## src/common/rtc_event_defs.svh

```systemverilog
`ifndef RTC_EVENT_DEFS_SVH
`define RTC_EVENT_DEFS_SVH

// ****************************************
// Register byte offsets
// ****************************************
`define OFS_MODE             12'h000
`define OFS_TIME_ALARM       12'h010
`define OFS_DATE_ALARM       12'h014
`define OFS_EVENT_STATUS     12'h018
`define OFS_EVENT_CLEAR      12'h01c
`define OFS_IRQ_SET          12'h020
`define OFS_IRQ_CLEAR        12'h024
`define OFS_IRQ_STATE        12'h028
`define OFS_ENTRY_VALIDITY   12'h02c

// ****************************************
// Field positions
// ****************************************
`define POS_DAY_MATCH_EN     31
`define POS_MONTH_MATCH_EN   23
`define POS_DAY_LSB          24
`define POS_MONTH_LSB        16
`define POS_HOUR_MATCH_EN    23
`define POS_MIN_MATCH_EN     15
`define POS_SEC_MATCH_EN     7
`define POS_TIME_FREEZE      0
`define POS_DATE_FREEZE      1
`define POS_CLOCK_EV_LSB     8
`define POS_DATE_EV_LSB      16

`define FLAG_ACK             0
`define FLAG_ALARM           1
`define FLAG_SEC             2
`define FLAG_TIME            3
`define FLAG_DATE            4

// ****************************************
// Reset values and masks
// ****************************************
`define RST_DATE_ALARM       32'h0000_0000
`define RST_TIME_ALARM       32'h0000_0000
`define RST_MODE             32'h0000_0000
`define MASK_DATE_ALARM      32'hbf9f_0000
`define MASK_TIME_ALARM      32'h00ff_ffff
`define MASK_MODE            32'h0003_0303
`define FLAG_COUNT           5
`define VALID_COUNT          4

`endif

```

## src/common/rtc_event_pkg.sv

```systemverilog
package rtc_event_pkg;
  typedef enum logic [1:0] {
    CLK_EV_MINUTE,
    CLK_EV_HOUR,
    CLK_EV_MIDNIGHT,
    CLK_EV_NOON
  } clock_event_select_e;

  typedef enum logic [1:0] {
    DATE_EV_WEEK,
    DATE_EV_MONTH,
    DATE_EV_YEAR,
    DATE_EV_RESERVED
  } date_event_select_e;

  typedef enum logic [1:0] {
    WIN_COUNTING,
    WIN_WAIT_SECOND,
    WIN_OPEN
  } window_state_e;
endpackage : rtc_event_pkg

```

## src/rtc_event_status.sv

```systemverilog
// The APB interface to the registers is this design's own decision.
`timescale 1ns/1ps
`default_nettype none
`include "rtc_event_defs.svh"

// Function
// - Day-of-month alarm, enable at bit 31
// - Month alarm, enable at bit 23
// - Disabled alarm field ignored in matching
// - Status bit 0 shows write window open
// - Status bit 1 set on alarm match
// - Status bit 2 sticky per second tick
// - Status bit 3 sticky on time event
// - Time event chosen by mode field
// - Status bit 4 sticky on date event
// - Date event chosen by mode field
// - Write one to 0x1C clears flag
// - Write one to 0x20 enables source
// - Write one to 0x24 disables source
// - Mask at 0x28 shows enables, resets zero
// - Validity bits 0,1 for time, date
// - Validity bits 2,3 for alarm registers
// - Time select codes minute hour midnight noon
// - Date select codes week month year reserved
// - Freeze request stops counting while set
// - BCD units low nibble, tens above
module rtc_event_status
  import rtc_event_pkg::*;
(
  // Clock and reset
  input  wire logic        mclk,
  input  wire logic        rst,
  // APB slave
  input  wire logic        psel,
  input  wire logic        penable,
  input  wire logic        pwrite,
  input  wire logic [11:0] paddr,
  input  wire logic [31:0] pwdata,
  output logic             pready,
  output logic             pslverr,
  output logic [31:0]      prdata,
  // Counter side, same clock domain
  input  wire logic        secondTick,
  input  wire logic        minuteChange,
  input  wire logic        hourChange,
  input  wire logic        midnight,
  input  wire logic        noon,
  input  wire logic        mondayMidnight,
  input  wire logic        monthStart,
  input  wire logic        yearStart,
  input  wire logic [6:0]  secondCount,
  input  wire logic [6:0]  minuteCount,
  input  wire logic [7:0]  hourCount,
  input  wire logic [5:0]  dayCount,
  input  wire logic [4:0]  monthCount,
  input  wire logic [3:0]  badEntry,
  // Counter control and interrupt
  output logic             timeFreeze,
  output logic             dateFreeze,
  output logic             irq
);

  // ****************************************
  // Register state
  // ****************************************
  logic [31:0]                 mode;
  logic [31:0]                 timeAlarm;
  logic [31:0]                 dateAlarm;
  logic [`FLAG_COUNT-1:0]      flags;
  logic [`FLAG_COUNT-1:0]      irqMask;
  logic [`VALID_COUNT-1:0]     validity;
  window_state_e               winState;
  logic                        alarmHitQ;

  logic                        wrEn;
  logic                        access;
  logic                        mapped;
  logic [`FLAG_COUNT-1:0]      events;
  logic [`FLAG_COUNT-1:0]      clearBits;
  logic                        alarmHit;
  logic                        anyEnabled;
  logic                        clockEvent;
  logic                        dateEvent;
  logic                        freezeAny;
  clock_event_select_e         clockSel;
  date_event_select_e          dateSel;
  logic                        wrMode;
  logic                        wrTimeAlarm;
  logic                        wrDateAlarm;
  logic                        wrClear;
  logic                        wrIrqSet;
  logic                        wrIrqClear;
  logic                        secMatch;
  logic                        minMatch;
  logic                        hourMatch;
  logic                        dayMatch;
  logic                        monthMatch;
  logic [`FLAG_COUNT-1:0]      closeBits;
  logic [31:0]                 next_prdata;

  function automatic logic field_ok(input logic en, input logic [7:0] alarm, input logic [7:0] count);
    field_ok = !en || (alarm == count);
  endfunction : field_ok

  function automatic logic is_addr(input logic [11:0] a, input logic [11:0] ofs);
    is_addr = (a == ofs);
  endfunction : is_addr

  // ****************************************
  // APB decode
  // ****************************************
  assign access = psel && penable;
  assign wrEn   = access && pwrite && !pready;
  assign mapped = is_addr(paddr, `OFS_MODE) || is_addr(paddr, `OFS_TIME_ALARM)
               || is_addr(paddr, `OFS_DATE_ALARM) || is_addr(paddr, `OFS_EVENT_STATUS)
               || is_addr(paddr, `OFS_EVENT_CLEAR) || is_addr(paddr, `OFS_IRQ_SET)
               || is_addr(paddr, `OFS_IRQ_CLEAR) || is_addr(paddr, `OFS_IRQ_STATE)
               || is_addr(paddr, `OFS_ENTRY_VALIDITY);

  // ****************************************
  // Register write strobes
  // ****************************************
  // Taken on the first access-phase edge, one cycle before pready
  assign wrMode      = wrEn && is_addr(paddr, `OFS_MODE);
  assign wrTimeAlarm = wrEn && is_addr(paddr, `OFS_TIME_ALARM);
  assign wrDateAlarm = wrEn && is_addr(paddr, `OFS_DATE_ALARM);
  assign wrClear     = wrEn && is_addr(paddr, `OFS_EVENT_CLEAR);
  assign wrIrqSet    = wrEn && is_addr(paddr, `OFS_IRQ_SET);
  assign wrIrqClear  = wrEn && is_addr(paddr, `OFS_IRQ_CLEAR);

  // One wait state: pready rises in the second access cycle, a pulse
  always_ff @(posedge mclk or posedge rst) begin
    if (rst) begin
      pready <= 1'b0;
    end else begin
      pready <= access && !pready;
    end
  end

  // Error rides on pready for an offset that maps to nothing
  always_ff @(posedge mclk or posedge rst) begin
    if (rst) begin
      pslverr <= 1'b0;
    end else begin
      pslverr <= access && !pready && !mapped;
    end
  end

  // ****************************************
  // Read path
  // ****************************************
  // Registered below so the word stays after pready falls
  always_comb begin
    next_prdata = 32'h0000_0000;
    unique case (1'b1)
      is_addr(paddr, `OFS_MODE):           next_prdata = mode;
      is_addr(paddr, `OFS_TIME_ALARM):     next_prdata = timeAlarm;
      is_addr(paddr, `OFS_DATE_ALARM):     next_prdata = dateAlarm;
      is_addr(paddr, `OFS_EVENT_STATUS):   next_prdata = {27'h000_0000, flags};
      is_addr(paddr, `OFS_IRQ_STATE):      next_prdata = {27'h000_0000, irqMask};
      is_addr(paddr, `OFS_ENTRY_VALIDITY): next_prdata = {28'h000_0000, validity};
      default:                             next_prdata = 32'h0000_0000;
    endcase
  end

  always_ff @(posedge mclk or posedge rst) begin
    if (rst) begin
      prdata <= 32'h0000_0000;
    end else if (access && !pready && !pwrite) begin
      prdata <= next_prdata;
    end
  end

  // ****************************************
  // Configuration registers
  // ****************************************
  always_ff @(posedge mclk or posedge rst) begin
    if (rst) begin
      mode      <= `RST_MODE;
      timeAlarm <= `RST_TIME_ALARM;
      dateAlarm <= `RST_DATE_ALARM;
    end else begin
      if (wrMode) begin
        mode <= pwdata & `MASK_MODE;
      end
      if (wrTimeAlarm) begin
        timeAlarm <= pwdata & `MASK_TIME_ALARM;
      end
      if (wrDateAlarm) begin
        dateAlarm <= pwdata & `MASK_DATE_ALARM;
      end
    end
  end

  // freeze outputs
  // Registered so the counters see a clean level
  always_ff @(posedge mclk or posedge rst) begin
    if (rst) begin
      timeFreeze <= 1'b0;
      dateFreeze <= 1'b0;
    end else begin
      timeFreeze <= mode[`POS_TIME_FREEZE];
      dateFreeze <= mode[`POS_DATE_FREEZE];
    end
  end

  // ****************************************
  // Alarm compare
  // ****************************************
  // BCD fields compared nibble-wise as stored
  assign anyEnabled = timeAlarm[`POS_SEC_MATCH_EN] || timeAlarm[`POS_MIN_MATCH_EN]
                   || timeAlarm[`POS_HOUR_MATCH_EN] || dateAlarm[`POS_DAY_MATCH_EN]
                   || dateAlarm[`POS_MONTH_MATCH_EN];
  // Seconds and minutes, seven BCD bits each
  assign secMatch   = field_ok(timeAlarm[`POS_SEC_MATCH_EN], {1'b0, timeAlarm[6:0]}, {1'b0, secondCount});
  assign minMatch   = field_ok(timeAlarm[`POS_MIN_MATCH_EN], {1'b0, timeAlarm[14:8]}, {1'b0, minuteCount});
  // Hour compares with its AM/PM bit; counter bit 7 is unused
  assign hourMatch  = field_ok(timeAlarm[`POS_HOUR_MATCH_EN], {1'b0, timeAlarm[22:16]}, {1'b0, hourCount[6:0]});
  assign dayMatch   = field_ok(dateAlarm[`POS_DAY_MATCH_EN], {2'b00, dateAlarm[29:24]}, {2'b00, dayCount});
  assign monthMatch = field_ok(dateAlarm[`POS_MONTH_MATCH_EN], {3'b000, dateAlarm[20:16]}, {3'b000, monthCount});
  assign alarmHit = anyEnabled && secMatch && minMatch && hourMatch && dayMatch && monthMatch;

  // Edge on the match so a held match flags once, not every cycle after a clear
  always_ff @(posedge mclk or posedge rst) begin
    if (rst) begin
      alarmHitQ <= 1'b0;
    end else begin
      alarmHitQ <= alarmHit;
    end
  end

  // ****************************************
  // Event selection
  // ****************************************
  assign clockSel  = clock_event_select_e'(mode[`POS_CLOCK_EV_LSB +: 2]);
  assign dateSel   = date_event_select_e'(mode[`POS_DATE_EV_LSB +: 2]);
  assign freezeAny = mode[`POS_TIME_FREEZE] || mode[`POS_DATE_FREEZE];

  always_comb begin
    unique case (clockSel)
      CLK_EV_MINUTE:   clockEvent = minuteChange;
      CLK_EV_HOUR:     clockEvent = hourChange;
      CLK_EV_MIDNIGHT: clockEvent = midnight;
      CLK_EV_NOON:     clockEvent = noon;
    endcase
  end

  always_comb begin
    unique case (dateSel)
      DATE_EV_WEEK:     dateEvent = mondayMidnight;
      DATE_EV_MONTH:    dateEvent = monthStart;
      DATE_EV_YEAR:     dateEvent = yearStart;
      DATE_EV_RESERVED: dateEvent = 1'b0;
    endcase
  end

  // ****************************************
  // Write window handshake
  // ****************************************
  // acknowledge waits for a second boundary
  // Dropping both requests returns to counting at once
  always_ff @(posedge mclk or posedge rst) begin
    if (rst) begin
      winState <= WIN_COUNTING;
    end else begin
      unique case (winState)
        WIN_COUNTING:    if (freezeAny) winState <= WIN_WAIT_SECOND;
        WIN_WAIT_SECOND: if (!freezeAny) winState <= WIN_COUNTING;
                         else if (secondTick) winState <= WIN_OPEN;
        WIN_OPEN:        if (!freezeAny) winState <= WIN_COUNTING;
        default:         winState <= WIN_COUNTING;
      endcase
    end
  end

  // ****************************************
  // Event flags
  // ****************************************
  always_comb begin
    events = '0;
    events[`FLAG_ACK]   = (winState == WIN_WAIT_SECOND) && freezeAny && secondTick;
    events[`FLAG_ALARM] = alarmHit && !alarmHitQ;
    events[`FLAG_SEC]   = secondTick;
    events[`FLAG_TIME]  = clockEvent;
    events[`FLAG_DATE]  = dateEvent;
  end

  assign clearBits = wrClear ? pwdata[`FLAG_COUNT-1:0] : '0;

  // acknowledge drops once no freeze is requested
  assign closeBits = {{(`FLAG_COUNT-1){1'b0}}, !freezeAny};

  // sticky event flags
  // New events win over a clear in the same cycle
  always_ff @(posedge mclk or posedge rst) begin
    if (rst) begin
      flags <= '0;
    end else begin
      for (int i = 0; i < `FLAG_COUNT; i++) begin
        if (events[i]) begin
          flags[i] <= 1'b1;
        end else if (clearBits[i] || closeBits[i]) begin
          flags[i] <= 1'b0;
        end
      end
    end
  end

  // ****************************************
  // Interrupt mask
  // ****************************************
  // set on enable write
  // mask resets to zero
  // Set and clear sit at different offsets, so they never collide
  always_ff @(posedge mclk or posedge rst) begin
    if (rst) begin
      irqMask <= '0;
    end else if (wrIrqSet) begin
      irqMask <= irqMask | pwdata[`FLAG_COUNT-1:0];
    end else if (wrIrqClear) begin
      irqMask <= irqMask & ~pwdata[`FLAG_COUNT-1:0];
    end
  end

  // masked flags drive the interrupt
  // Registered output, one cycle behind a flag or mask change
  always_ff @(posedge mclk or posedge rst) begin
    if (rst) begin
      irq <= 1'b0;
    end else begin
      irq <= |(flags & irqMask);
    end
  end

  // ****************************************
  // Entry validity
  // ****************************************
  // time and date validity from counter checker
  // alarm validity; a write to the register clears its bit
  always_ff @(posedge mclk or posedge rst) begin
    if (rst) begin
      validity <= '0;
    end else begin
      validity[0] <= badEntry[0];
      validity[1] <= badEntry[1];
      validity[2] <= badEntry[2] || (validity[2] && !wrTimeAlarm);
      validity[3] <= badEntry[3] || (validity[3] && !wrDateAlarm);
    end
  end

endmodule : rtc_event_status
`default_nettype wire

```

## config.mk

```make
export PLATFORM = sky130hd
export DESIGN_NAME = rtc_event_status
export DESIGN_NICKNAME = d
export VERILOG_FILES = /design/src/common/rtc_event_pkg.sv /design/src/rtc_event_status.sv
export VERILOG_INCLUDE_DIRS = /design/src /design/src/common
export SDC_FILE = /design/constraint.sdc
export NUM_CORES = 1
export LEC_CHECK = 0
export BUFFER_PORTS_ARGS = -buffer_cell sky130_fd_sc_hd__clkbuf_2
export CELL_PAD_IN_SITES_DETAIL_PLACEMENT = 1
export CELL_PAD_IN_SITES_GLOBAL_PLACEMENT = 1
export CORE_AREA = 4 4 115 117
export CTS_CLUSTER_SIZE = 12
export DETAILED_ROUTE_END_ITERATION = 12
export DIE_AREA = 0 0 119 121
export GPL_ROUTABILITY_DRIVEN = 0
export PLACE_DENSITY_LB_ADDON = 0.3
export SKIP_CTS_REPAIR_TIMING = 1
export SLEW_MARGIN = 20
export SYNTH_ARGS = -nofsm -noshare
export SYNTH_HDL_FRONTEND = slang
export SYNTH_SLANG_ARGS = --single-unit
```

## constraint.sdc

```tcl
create_clock -name mclk -period 3.21 [get_ports mclk]
set_input_delay 0.642 -clock mclk [delete_from_list [all_inputs] [get_ports mclk]]
set_output_delay 0.642 -clock mclk [all_outputs]
set_load 0.01 [all_outputs]
```

==> reports/results.tsv, run 1 <==
stage	metric	value	unit
critical_path	Crit path arrival time	2410	ps
placement	Port-buffer cells	127	
logic_synthesis	post-synthesis cell count	350	
floorplanning	initial core utilization	0.352	
final_layout	final instance count without filler cells	656	
clocking	clock latency on the worst-skew pair	340	ps
timing	final number of hold-violating endpoints	0	
timing	setup skew after layout	7.15	ps
pwr	power per unit of standard cell area	476	nW/µm²
floorplanning	Die Height	121	µm
timing	setup repair after global routing missed its margin	no	
logic_synthesis	number of different library cells in the post-synthesis netlist	44	
logic_synthesis	number of enable-type register cells in the synthesized netlist	0	
placement	half-perimeter wire length after detailed placement	9.24	mm
floorplanning	floorplan row count	41	
timing	setup TNS after final layout	0	ps
grt	Overall Global Routing Usage	0.172	
drt	number of iterations in the first detailed-routing pass	5	
drt	wire length reported by the detailed router	12.1	mm
hold_path	Min-Delay Endpoint	validity[1]	
critical_path	endpoint of the worst register-to-register path	flags[1]	
logic_synthesis	Yosys reg bits	96	
critical_path	Reg2Reg Depth	5	
critical_path	Setup Crit Path Kind	in2reg	
logic_synthesis	cell with the most instances after synthesis	sky130_fd_sc_hd__dfrtp_1	
clocking	cell at the root of the clock tree	sky130_fd_sc_hd__clkbuf_16	
critical_path	slack of the worst reg-to-reg path	1340	ps
logic_synthesis	per-instance average area after synthesis	12.4	µm²
clocking	number of buffers on the longest clock path	2	
grt	first-pass GRT wire length	19.1	mm
clocking	clock slew seen by the registers of the worst setup and hold paths	70	ps
logic_synthesis	top cells by area in the synthesized netlist	sky130_fd_sc_hd__dfrtp_1 (55%), sky130_fd_sc_hd__mux2_2 (6.0%), sky130_fd_sc_hd__mux2_1 (5.7%), sky130_fd_sc_hd__a22o_1 (4.6%), sky130_fd_sc_hd__mux2i_1 (4.4%)	
final_layout	multi-input gate area in the final layout	1850	µm²
drt	post-detailed-route wirelength per cell	18.4	µm
timing	Final Cycle Share	0.683	
final_layout	sequential cell area in the final layout	2400	µm²
floorplanning	floorplan core area	12400	µm²
grt	number of antenna violations at the first check in global routing	1	
grt	total overflow reported by the global router	0	
clocking	H-tree depth	3	
final_layout	nets@finish	573	
logic_synthesis	Synthesized Nets	444	
critical_path	required time worst endpoint	3430	ps
logic_synthesis	async set or reset register ratio after synthesis	1.00	
final_layout	layout cell share with drive strength beyond 1	0.372	
floorplanning	io pins	131	
placement	placed cell count	640	
hold_path	launch point of the worst hold path	badEntry[1]	
final_layout	number of fill cells in the layout	1370	
drt	post-route ant nets	0	
clocking	clock tree from TritonCTS	built	
hold_path	type of the most critical hold path	in2reg	
timing	achievable frequency	456	MHz
grt	pin count of the biggest net entering global routing	57	
logic_synthesis	top cell type by total area after synthesis	sky130_fd_sc_hd__dfrtp_1	
pwr	Worst VDD drop	0.386	mV
final_layout	synthesis-to-layout area growth	27.6	%
timing	Setup-failing EPs final	0	
logic_synthesis	Top FF cell, synth	sky130_fd_sc_hd__dfrtp_1	
timing	transition time at the pin with the least slew margin	791	ps
logic_synthesis	total standard cell area after synthesis	4350	µm²
drt	detailed router's first-iteration violation count	87	
critical_path	Critical Path Sink Type	flop	
timing	total count of max-transition violations in the final report	0	
run_status	outcome	finished clean	
timing	worst relative slew slack	0.472	
timing	min cycle time layout	2190	ps
critical_path	worst flop-to-flop path startpoint	timeAlarm[3]	
job	max-cap violation count	0	
critical_path	CP max FO	14	
clocking	number of buffers created by CTS	9	
drt	via density per instance	4.97	
logic_synthesis	post-synth top area share	0.552	
floorplanning	area of the die	14400	µm²
final_layout	Util after Layout	0.449	
logic_synthesis	sequential element share of the synthesized area	0.552	
hold_path	worst hold path stage count	1	
drt	via count	3261	
logic_synthesis	synth cell count leaders	sky130_fd_sc_hd__dfrtp_1 (96), sky130_fd_sc_hd__nand2_1 (25), sky130_fd_sc_hd__a22o_1 (23), sky130_fd_sc_hd__mux2_2 (23), sky130_fd_sc_hd__mux2_1 (22)	
grt	number of global-route vias before repair	3643	
drt	number of design rule violations left after detail routing	0	
floorplanning	chip width	119	µm
clocking	TritonCTS sink count	96	
logic_synthesis	Synth warnings	0	
pwr	Static Leakage	2.86	nW
critical_path	kind of start point of the critical path	primary input	
final_layout	number of antenna repair diodes	0	
## power breakdown
part / internal [W] / total, W / switching, W
registers: 0.00121 / 0.00122 / 0.00000316
logic: 0.0000710 / 0.000164 / 0.0000927
clock network: 0.000803 / 0.00126 / 0.000459
## cell type report
cell class,count,area share
Inverter,9,0.00653
Clock inverter,5,0.0185
Sequential cell,96,0.433
Multi-Input combinational cell,230,0.333
Timing Repair Buffer,133,0.125
Clock buffer,11,0.0455
Tap cell,172,0.0388
## sequential cells by signal (all words and copies together), names as in the netlist, named ones only
| register | cells |
|---|---|
| alarmHitQ | 1 |
| dateAlarm | 13 |
| dateFreeze | 1 |
| flags | 5 |
| irq | 1 |
| mode | 6 |
| prdata | 31 |
| pready | 1 |
| pslverr | 1 |
| timeAlarm | 24 |
| timeFreeze | 1 |
| validity | 4 |
| winState | 2 |
## routing by layer
metal,part of all wire,wire (µm),global-route usage,up-vias
li1,-,-,-,1524
met1,0.43,5140,0.206,1645
met2,0.50,6080,0.301,79
met3,0.058,694,0.0550,11
met4,0.010,126,0.0434,2
met5,0.0011,13,0,-
## worst max-delay path by stage
stage / start / end / depth (start not counted)
final: paddr[11] / dateAlarm[26] / 5
after global routing: paddr[11] / dateAlarm[23] / 5
after CTS: paddr[11] / dateAlarm[26] / 5
after detailed placement: paddr[11] / dateAlarm[26] / 5
after global placement: paddr[11] / dateAlarm[26] / 5
after floorplan: rst / async pin / 1
## critical path, cell delays in order
cell                       delay (ps)
sky130_fd_sc_hd__clkbuf_2          80
sky130_fd_sc_hd__or4_4            570
sky130_fd_sc_hd__nor4_4           380
sky130_fd_sc_hd__nand2b_2         340
sky130_fd_sc_hd__mux2_1           400
## placed cells by master, fill, tap and decap left out, types with 2 or more instances in the layout
cell and n:
sky130_fd_sc_hd__nand2_1 25, sky130_fd_sc_hd__inv_1 8, sky130_fd_sc_hd__nand4_1 6, sky130_fd_sc_hd__dfrtp_1 96
sky130_fd_sc_hd__o211ai_1 3, sky130_fd_sc_hd__o21ai_0 6, sky130_fd_sc_hd__mux2_2 23, sky130_fd_sc_hd__a21o_1 4
sky130_fd_sc_hd__clkbuf_2 127, sky130_fd_sc_hd__mux2i_1 19, sky130_fd_sc_hd__a22o_1 23, sky130_fd_sc_hd__o22ai_1 2
sky130_fd_sc_hd__nand4b_1 2, sky130_fd_sc_hd__nor2_1 13, sky130_fd_sc_hd__nand3_1 5, sky130_fd_sc_hd__nor3_1 5
sky130_fd_sc_hd__a31oi_1 3, sky130_fd_sc_hd__o41ai_1 4, sky130_fd_sc_hd__bufinv_16 3, sky130_fd_sc_hd__xnor2_1 18
sky130_fd_sc_hd__xor2_1 14, sky130_fd_sc_hd__clkbuf_8 2, sky130_fd_sc_hd__a21oi_1 2, sky130_fd_sc_hd__nand3b_1 5
sky130_fd_sc_hd__and3_1 2, sky130_fd_sc_hd__or4_4 2, sky130_fd_sc_hd__clkbuf_16 9, sky130_fd_sc_hd__buf_4 5
sky130_fd_sc_hd__nor4_1 2, sky130_fd_sc_hd__a22oi_1 3, sky130_fd_sc_hd__mux2_1 22, sky130_fd_sc_hd__o31ai_1 4
## logic make-up (layout without fill, tap and decap cells)
family,Yosys count,in the layout,share of synthesized area
compound gates,58,58,0.103
buf+inv,24,158,0.0227
fa+ha+maj,1,1,0.00230
flops,96,96,0.552
simple gates,73,73,0.0894
mux,65,65,0.165
xor+xnor,32,32,0.0644
other cells,1,1,0.000862
## per-stage QoR
| step | hold slack (ps) | worst slack [ps] | total power [W] | instance area [µm²] |
|---|---|---|---|---|
| 3_5_place_dp | 428 | 639 | 0.00141 | 5200 |
| 6_report | 406 | 1020 | 0.00264 | 5550 |
| 2_1_floorplan | 386 | 62.6 | 0.00131 | 4350 |
| 4_1_cts | 401 | 1000 | 0.00267 | 5550 |
| 5_1_grt | 396 | 913 | 0.00274 | 5550 |
| 3_3_place_gp | 418 | 658 | 0.00140 | 5200 |
Note: power is estimated with default switching activity, not from simulation.
==> run 2: changes to the inputs <==
Clock period 3.21 ns to 1.8 ns, I/O delays scaled along.
==> run 2 against run 1 <==
Compared with the run above: via count rose by 2.6%; register-to-register slack got worse by 1300 ps; first-iteration DRC count rose by 54%; critical path depth rose by 2.
==> reports/results.tsv, run 2 (synthesized netlist as in run 1, its figures left out) <==
stage	metric	value	unit	change
run_status	outcome	finished clean		
drt	Routed met3 length	598	µm	-14%
job	max-cap violation count	0		unchanged
clocking	clock latency on the worst-skew pair	350	ps	about the same
final_layout	most common library cell in the layout ignoring fill and taps	sky130_fd_sc_hd__clkbuf_2		
pwr	Worst VDD drop	0.330	mV	-14%
drt	detailed router's first-iteration violation count	134		+54%
floorplanning	initial core utilization	0.352		unchanged
clocking	clock tree from TritonCTS	built		
placement	Port-buffer cells	127		unchanged
critical_path	Reg2Reg Depth	6		+1
grt	total overflow reported by the global router	0		unchanged
timing	setup repair after global routing missed its margin	yes		
drt	via density per instance	4.97		-0.10%
timing	final number of hold-violating endpoints	0		unchanged
final_layout	layout cell share with drive strength beyond 1	0.404		+0.0325
critical_path	worst flop-to-flop path startpoint	pready		
timing	Final Cycle Share	0.998		
drt	Met1 Wirelength	5.64	mm	+9.6%
timing	transition time at the pin with the least slew margin	543	ps	-248 ps
clocking	TritonCTS sink count	96		unchanged
drt	post-route ant nets	0		unchanged
floorplanning	floorplan row count	41		unchanged
floorplanning	area of the die	14400	µm²	unchanged
grt	first-pass GRT wire length	20.2	mm	+6.0%
drt	met2 routed wirelength	6.39	mm	+5.0%
clocking	cell at the root of the clock tree	sky130_fd_sc_hd__clkbuf_16		
grt	number of global-route vias before repair	3695		+1.4%
pwr	Static Leakage	2.97	nW	+4.0%
critical_path	Crit path arrival time	2030	ps	-380 ps
final_layout	number of antenna repair diodes	0		unchanged
clocking	number of buffers created by CTS	9		unchanged
final_layout	final instance count without filler cells	674		+2.7%
pwr	power per unit of standard cell area	763	nW/µm²	+60%
timing	achievable frequency	556	MHz	
placement	area after detailed placement	5330	µm²	+2.6%
floorplanning	chip width	119	µm	unchanged
final_layout	largest register by flop count	prdata		
critical_path	required time worst endpoint	2030	ps	-1400 ps
final_layout	largest registers ranked by flip-flop count	prdata x31, timeAlarm x24, dateAlarm x13		
critical_path	kind of start point of the critical path	primary input		
clocking	H-tree depth	3		unchanged
final_layout	nets@finish	591		+3.1%
hold_path	type of the most critical hold path	in2async		
floorplanning	Die Height	121	µm	unchanged
critical_path	Setup Crit Path Kind	in2reg		
clocking	number of buffers on the longest clock path	2		unchanged
drt	number of iterations in the first detailed-routing pass	4		-1
floorplanning	floorplan core area	12400	µm²	unchanged
clocking	clock slew seen by the registers of the worst setup and hold paths	60	ps	about the same
grt	number of antenna violations at the first check in global routing	0		-1
placement	half-perimeter wire length after detailed placement	9.44	mm	+2.2%
timing	min cycle time layout	1800	ps	
final_layout	most frequent cells in the layout	sky130_fd_sc_hd__clkbuf_2 (127), sky130_fd_sc_hd__dfrtp_1 (96), sky130_fd_sc_hd__nand2_1 (24)		
drt	post-detailed-route wirelength per cell	19.0	µm	+3.5%
grt	Overall Global Routing Usage	0.184		+0.0120
timing	total count of max-transition violations in the final report	0		unchanged
drt	uppermost routed layer	met4		
final_layout	synthesis-to-layout area growth	31.4	%	
drt	wire length reported by the detailed router	12.8	mm	+6.3%
final_layout	area of all placed cells without fillers	5720	µm²	+3.0%
drt	via count	3347		+2.6%
floorplanning	io pins	131		unchanged
critical_path	Critical Path Sink Type	flop		
drt	number of design rule violations left after detail routing	0		unchanged
critical_path	endpoint of the worst register-to-register path	timeAlarm[18]		
critical_path	CP max FO	25		+11
grt	pin count of the biggest net entering global routing	97		+70%
final_layout	flip-flop count of the largest register after layout	31		unchanged
timing	Setup-failing EPs final	0		unchanged
timing	worst relative slew slack	0.638		+0.165
timing	setup skew after layout	4.76	ps	-2.39 ps
final_layout	number of fill cells in the layout	1341		-2.1%
placement	placed cell count	654		+2.2%
critical_path	slack of the worst reg-to-reg path	70	ps	-1270 ps
pwr	total power of the final layout	0.00436	W	+65%
run 2: worst max-delay path: stages:
cell and delay (ps):
sky130_fd_sc_hd__clkbuf_2 80, sky130_fd_sc_hd__or4_4 550, sky130_fd_sc_hd__nor4_4 290, sky130_fd_sc_hd__buf_4 170, sky130_fd_sc_hd__nand2_4 50, sky130_fd_sc_hd__buf_12 180
sky130_fd_sc_hd__mux2_1 320
run 2: through the flow:
stage	setup TNS [ps]	utilization	setup slack [ps]	hold slack, ps
floorplan	-8310	-	-258	386
global placement	-20110	0.431	-370	420
detailed placement	-22180	0.431	-482	440
CTS	-596	0.454	-99.8	113
global route	-731	0.462	-61.7	113
finish	0	0.462	2.95	116
run 2: worst max-delay path by stage:
stage,start,to,slack (ps),cells past startpoint
6_report,paddr[7],timeAlarm[18],3,7
5_1_grt,timeAlarm[3],flags[1],-60,6
4_1_cts,paddr[11],mode[9],-100,6
3_5_place_dp,paddr[11],mode[9],-480,6
3_3_place_gp,paddr[11],mode[9],-370,6
2_1_floorplan,paddr[11],timeAlarm[10],-260,5
run 2: where the power goes:
group / internal [W] / switching (W)
clock: 0.00107 / 0.000805
combinational: 0.000137 / 0.000177
sequential: 0.00217 / 0.00000564
run 2: final cells by class:
cell class / count / area (µm²) / share of cell area
Clock inverter: 4 / 45.0 / 0.00788
Clock buffer: 12 / 236 / 0.0414
Sequential cell: 96 / 2400 / 0.420
Multi-Input combinational cell: 230 / 1910 / 0.334
Timing Repair Buffer: 151 / 871 / 0.152
Tap cell: 172 / 215 / 0.0376
Inverter: 9 / 37.5 / 0.00657
run 2: per-layer routing:
layer	up-vias	GRT usage
met3	12	0.0452
li1	1565	-
met2	89	0.300
met4	0	0.0688
met5	-	0
met1	1681	0.238
==> run 3: changes to the inputs <==
Settings changed: GPL_TIMING_DRIVEN set to 0.
==> run 3 against run 2 <==
Compared with the run above: the run now ends with setup timing left; clock-buffer cell count increased by 2; critical path type unchanged; flip-flop and latch count unchanged; largest power group unchanged; register-to-register slack got worse by 50 ps; non-clock buffer count is 2 higher; worst setup slack worse by 130 ps; sequential share of layout area shrank 0.62 points; core utilization increased by 0.69 points; global-route usage is 0.68 points lower; largest cell class unchanged; wire length decreased by 0.22%; first-iteration DRC count decreased by 22%; combinational power grew 4%.
==> reports/results.tsv, run 3 (synthesized netlist as in run 1, its figures left out) <==
stage	metric	value	unit	change
placement	Port-buffer cells	126		-0.79%
pwr	Worst VDD drop	0.471	mV	+43%
drt	post-route ant nets	0		unchanged
final_layout	flip-flop count of the largest register after layout	31		unchanged
timing	worst relative slew slack	0.570		-0.0679
clocking	TritonCTS sink count	96		unchanged
final_layout	largest register by flop count	prdata		
critical_path	worst flop-to-flop path startpoint	pready		
timing	setup repair after global routing missed its margin	yes		
clocking	number of buffers on the longest clock path	2		unchanged
grt	number of antenna violations at the first check in global routing	0		unchanged
final_layout	Util after Layout	0.469		+0.00688
timing	min cycle time layout	1930	ps	+130 ps
final_layout	synthesis-to-layout area growth	33.3	%	
grt	number of global-route vias before repair	3572		-3.3%
timing	total count of max-transition violations in the final report	0		unchanged
drt	via count	3356		+0.27%
run_status	violated checks	setup timing		
drt	number of iterations in the first detailed-routing pass	4		unchanged
critical_path	CP max FO	10		-60%
timing	Final Cycle Share	1.07		+0.0723
timing	smallest setup slack after layout	-127	ps	-130 ps
floorplanning	floorplan row count	41		unchanged
critical_path	capture point of the critical path	timeAlarm[10]		
final_layout	number of antenna repair diodes	0		unchanged
critical_path	required time worst endpoint	2030	ps	about the same
clocking	clock slew seen by the registers of the worst setup and hold paths	60	ps	about the same
drt	post-detailed-route wirelength per cell	18.9	µm	-0.51%
final_layout	final instance count without filler cells	676		+0.30%
clocking	H-tree depth	3		unchanged
drt	via density per instance	4.96		about the same
critical_path	endpoint of the worst register-to-register path	timeAlarm[10]		
pwr	Static Leakage	3.00	nW	+1.0%
grt	pin count of the biggest net entering global routing	31		-68%
grt	Overall Global Routing Usage	0.178		-0.00680
floorplanning	floorplan core area	12400	µm²	unchanged
final_layout	most frequent cells in the layout	sky130_fd_sc_hd__clkbuf_2 (129), sky130_fd_sc_hd__dfrtp_1 (96), sky130_fd_sc_hd__nand2_1 (25)		
pwr	power per unit of standard cell area	780	nW/µm²	+2.2%
critical_path	kind of start point of the critical path	primary input		
floorplanning	chip width	119	µm	unchanged
floorplanning	io pins	131		unchanged
critical_path	start point of the critical path	paddr[8]		
placement	pre-CTS worst setup slack	-701	ps	-219 ps
clocking	clock tree from TritonCTS	built		
critical_path	slack of the worst reg-to-reg path	20	ps	-50 ps
critical_path	Setup Crit Path Kind	in2reg		
critical_path	Crit path arrival time	2150	ps	+120 ps
clocking	clock latency on the worst-skew pair	350	ps	about the same
drt	detailed router's first-iteration violation count	105		-22%
timing	Setup-failing EPs final	37		+37
run_status	outcome	finished, violations left		
floorplanning	initial core utilization	0.352		unchanged
critical_path	Critical Path Sink Type	flop		
clocking	number of buffers created by CTS	9		unchanged
timing	achievable frequency	519	MHz	-6.7%
grt	first-pass GRT wire length	19.5	mm	-3.5%
timing	transition time at the pin with the least slew margin	644	ps	+100 ps
grt	total overflow reported by the global router	0		unchanged
final_layout	most common library cell in the layout ignoring fill and taps	sky130_fd_sc_hd__clkbuf_2		
timing	final number of hold-violating endpoints	0		unchanged
clocking	cell at the root of the clock tree	sky130_fd_sc_hd__clkbuf_16		
critical_path	Reg2Reg Depth	6		unchanged
drt	number of design rule violations left after detail routing	0		unchanged
placement	placed cell count	651		-0.46%
final_layout	nets@finish	593		+0.34%
timing	setup skew after layout	4.74	ps	-0.0191 ps
drt	wire length reported by the detailed router	12.8	mm	-0.22%
hold_path	type of the most critical hold path	in2async		
final_layout	largest registers ranked by flip-flop count	prdata x31, timeAlarm x24, dateAlarm x13		
timing	setup TNS after final layout	-2810	ps	-2810 ps
floorplanning	area of the die	14400	µm²	unchanged
final_layout	layout cell share with drive strength beyond 1	0.405		about the same
floorplanning	Die Height	121	µm	unchanged
job	max-cap violation count	0		unchanged
placement	half-perimeter wire length after detailed placement	9.85	mm	+4.3%
run 3: cell count changes in the layout (fill, tap and decap cells not counted), sizes merged:
cell    change
clkbuf      +9
clkinv      -2
buf         -5
run 3: critical path, stage by stage:
cell and delay, ps:
sky130_fd_sc_hd__clkbuf_2 80, sky130_fd_sc_hd__or4_4 570, sky130_fd_sc_hd__nor4_4 360, sky130_fd_sc_hd__buf_4 190, sky130_fd_sc_hd__nand2_4 70, sky130_fd_sc_hd__buf_6 200, sky130_fd_sc_hd__mux2_1 320
run 3: power breakdown:
| group | switching, W | leakage (nW) | internal (W) |
|---|---|---|---|
| logic | 0.000181 | 1.56 | 0.000146 |
| clock network | 0.000801 | 0.159 | 0.00123 |
| registers | 0.00000574 | 1.28 | 0.00217 |
| total | 0.000988 | 3.00 | 0.00354 |
run 3: worst min-delay path by stage:
stage / from / to / slack (ps) / cells past startpoint
after floorplan: mode[0] / timeFreeze / 390 / 0
after global placement: mode[0] / timeFreeze / 410 / 0
after detailed placement: mode[1] / dateFreeze / 420 / 0
after CTS: rst / dateAlarm[20] / 100 / 2
after global routing: badEntry[0] / validity[0] / 110 / 1
final: rst / dateAlarm[20] / 80 / 2
run 3: per-layer routing:
layer	part of all wire	vias to the layer above	track usage
li1	-	1570	-
met1	0.45	1691	0.230
met2	0.48	83	0.292
met3	0.053	12	0.0434
met4	0.0098	0	0.0594
met5	0	-	0
run 3: area by class of cell:
type	count	area, µm²
sequential	96	2400
timing repair buffer	139	802
inverter	9	37.5
multi-input combinational	230	1930
buffer	14	93.8
clock inverter	2	35.0
tap	172	215
fill	1327	6560
clock buffer	14	284
run 3: metrics by stage:
step | cell area (µm²) | hold WS, ps | power (W)
2_1_floorplan | 4370 | 386 | 0.00234
3_3_place_gp | 5210 | 413 | 0.00251
3_5_place_dp | 5290 | 423 | 0.00254
4_1_cts | 5610 | 98.6 | 0.00457
5_1_grt | 5800 | 106 | 0.00471
6_report | 5800 | 80.7 | 0.00453
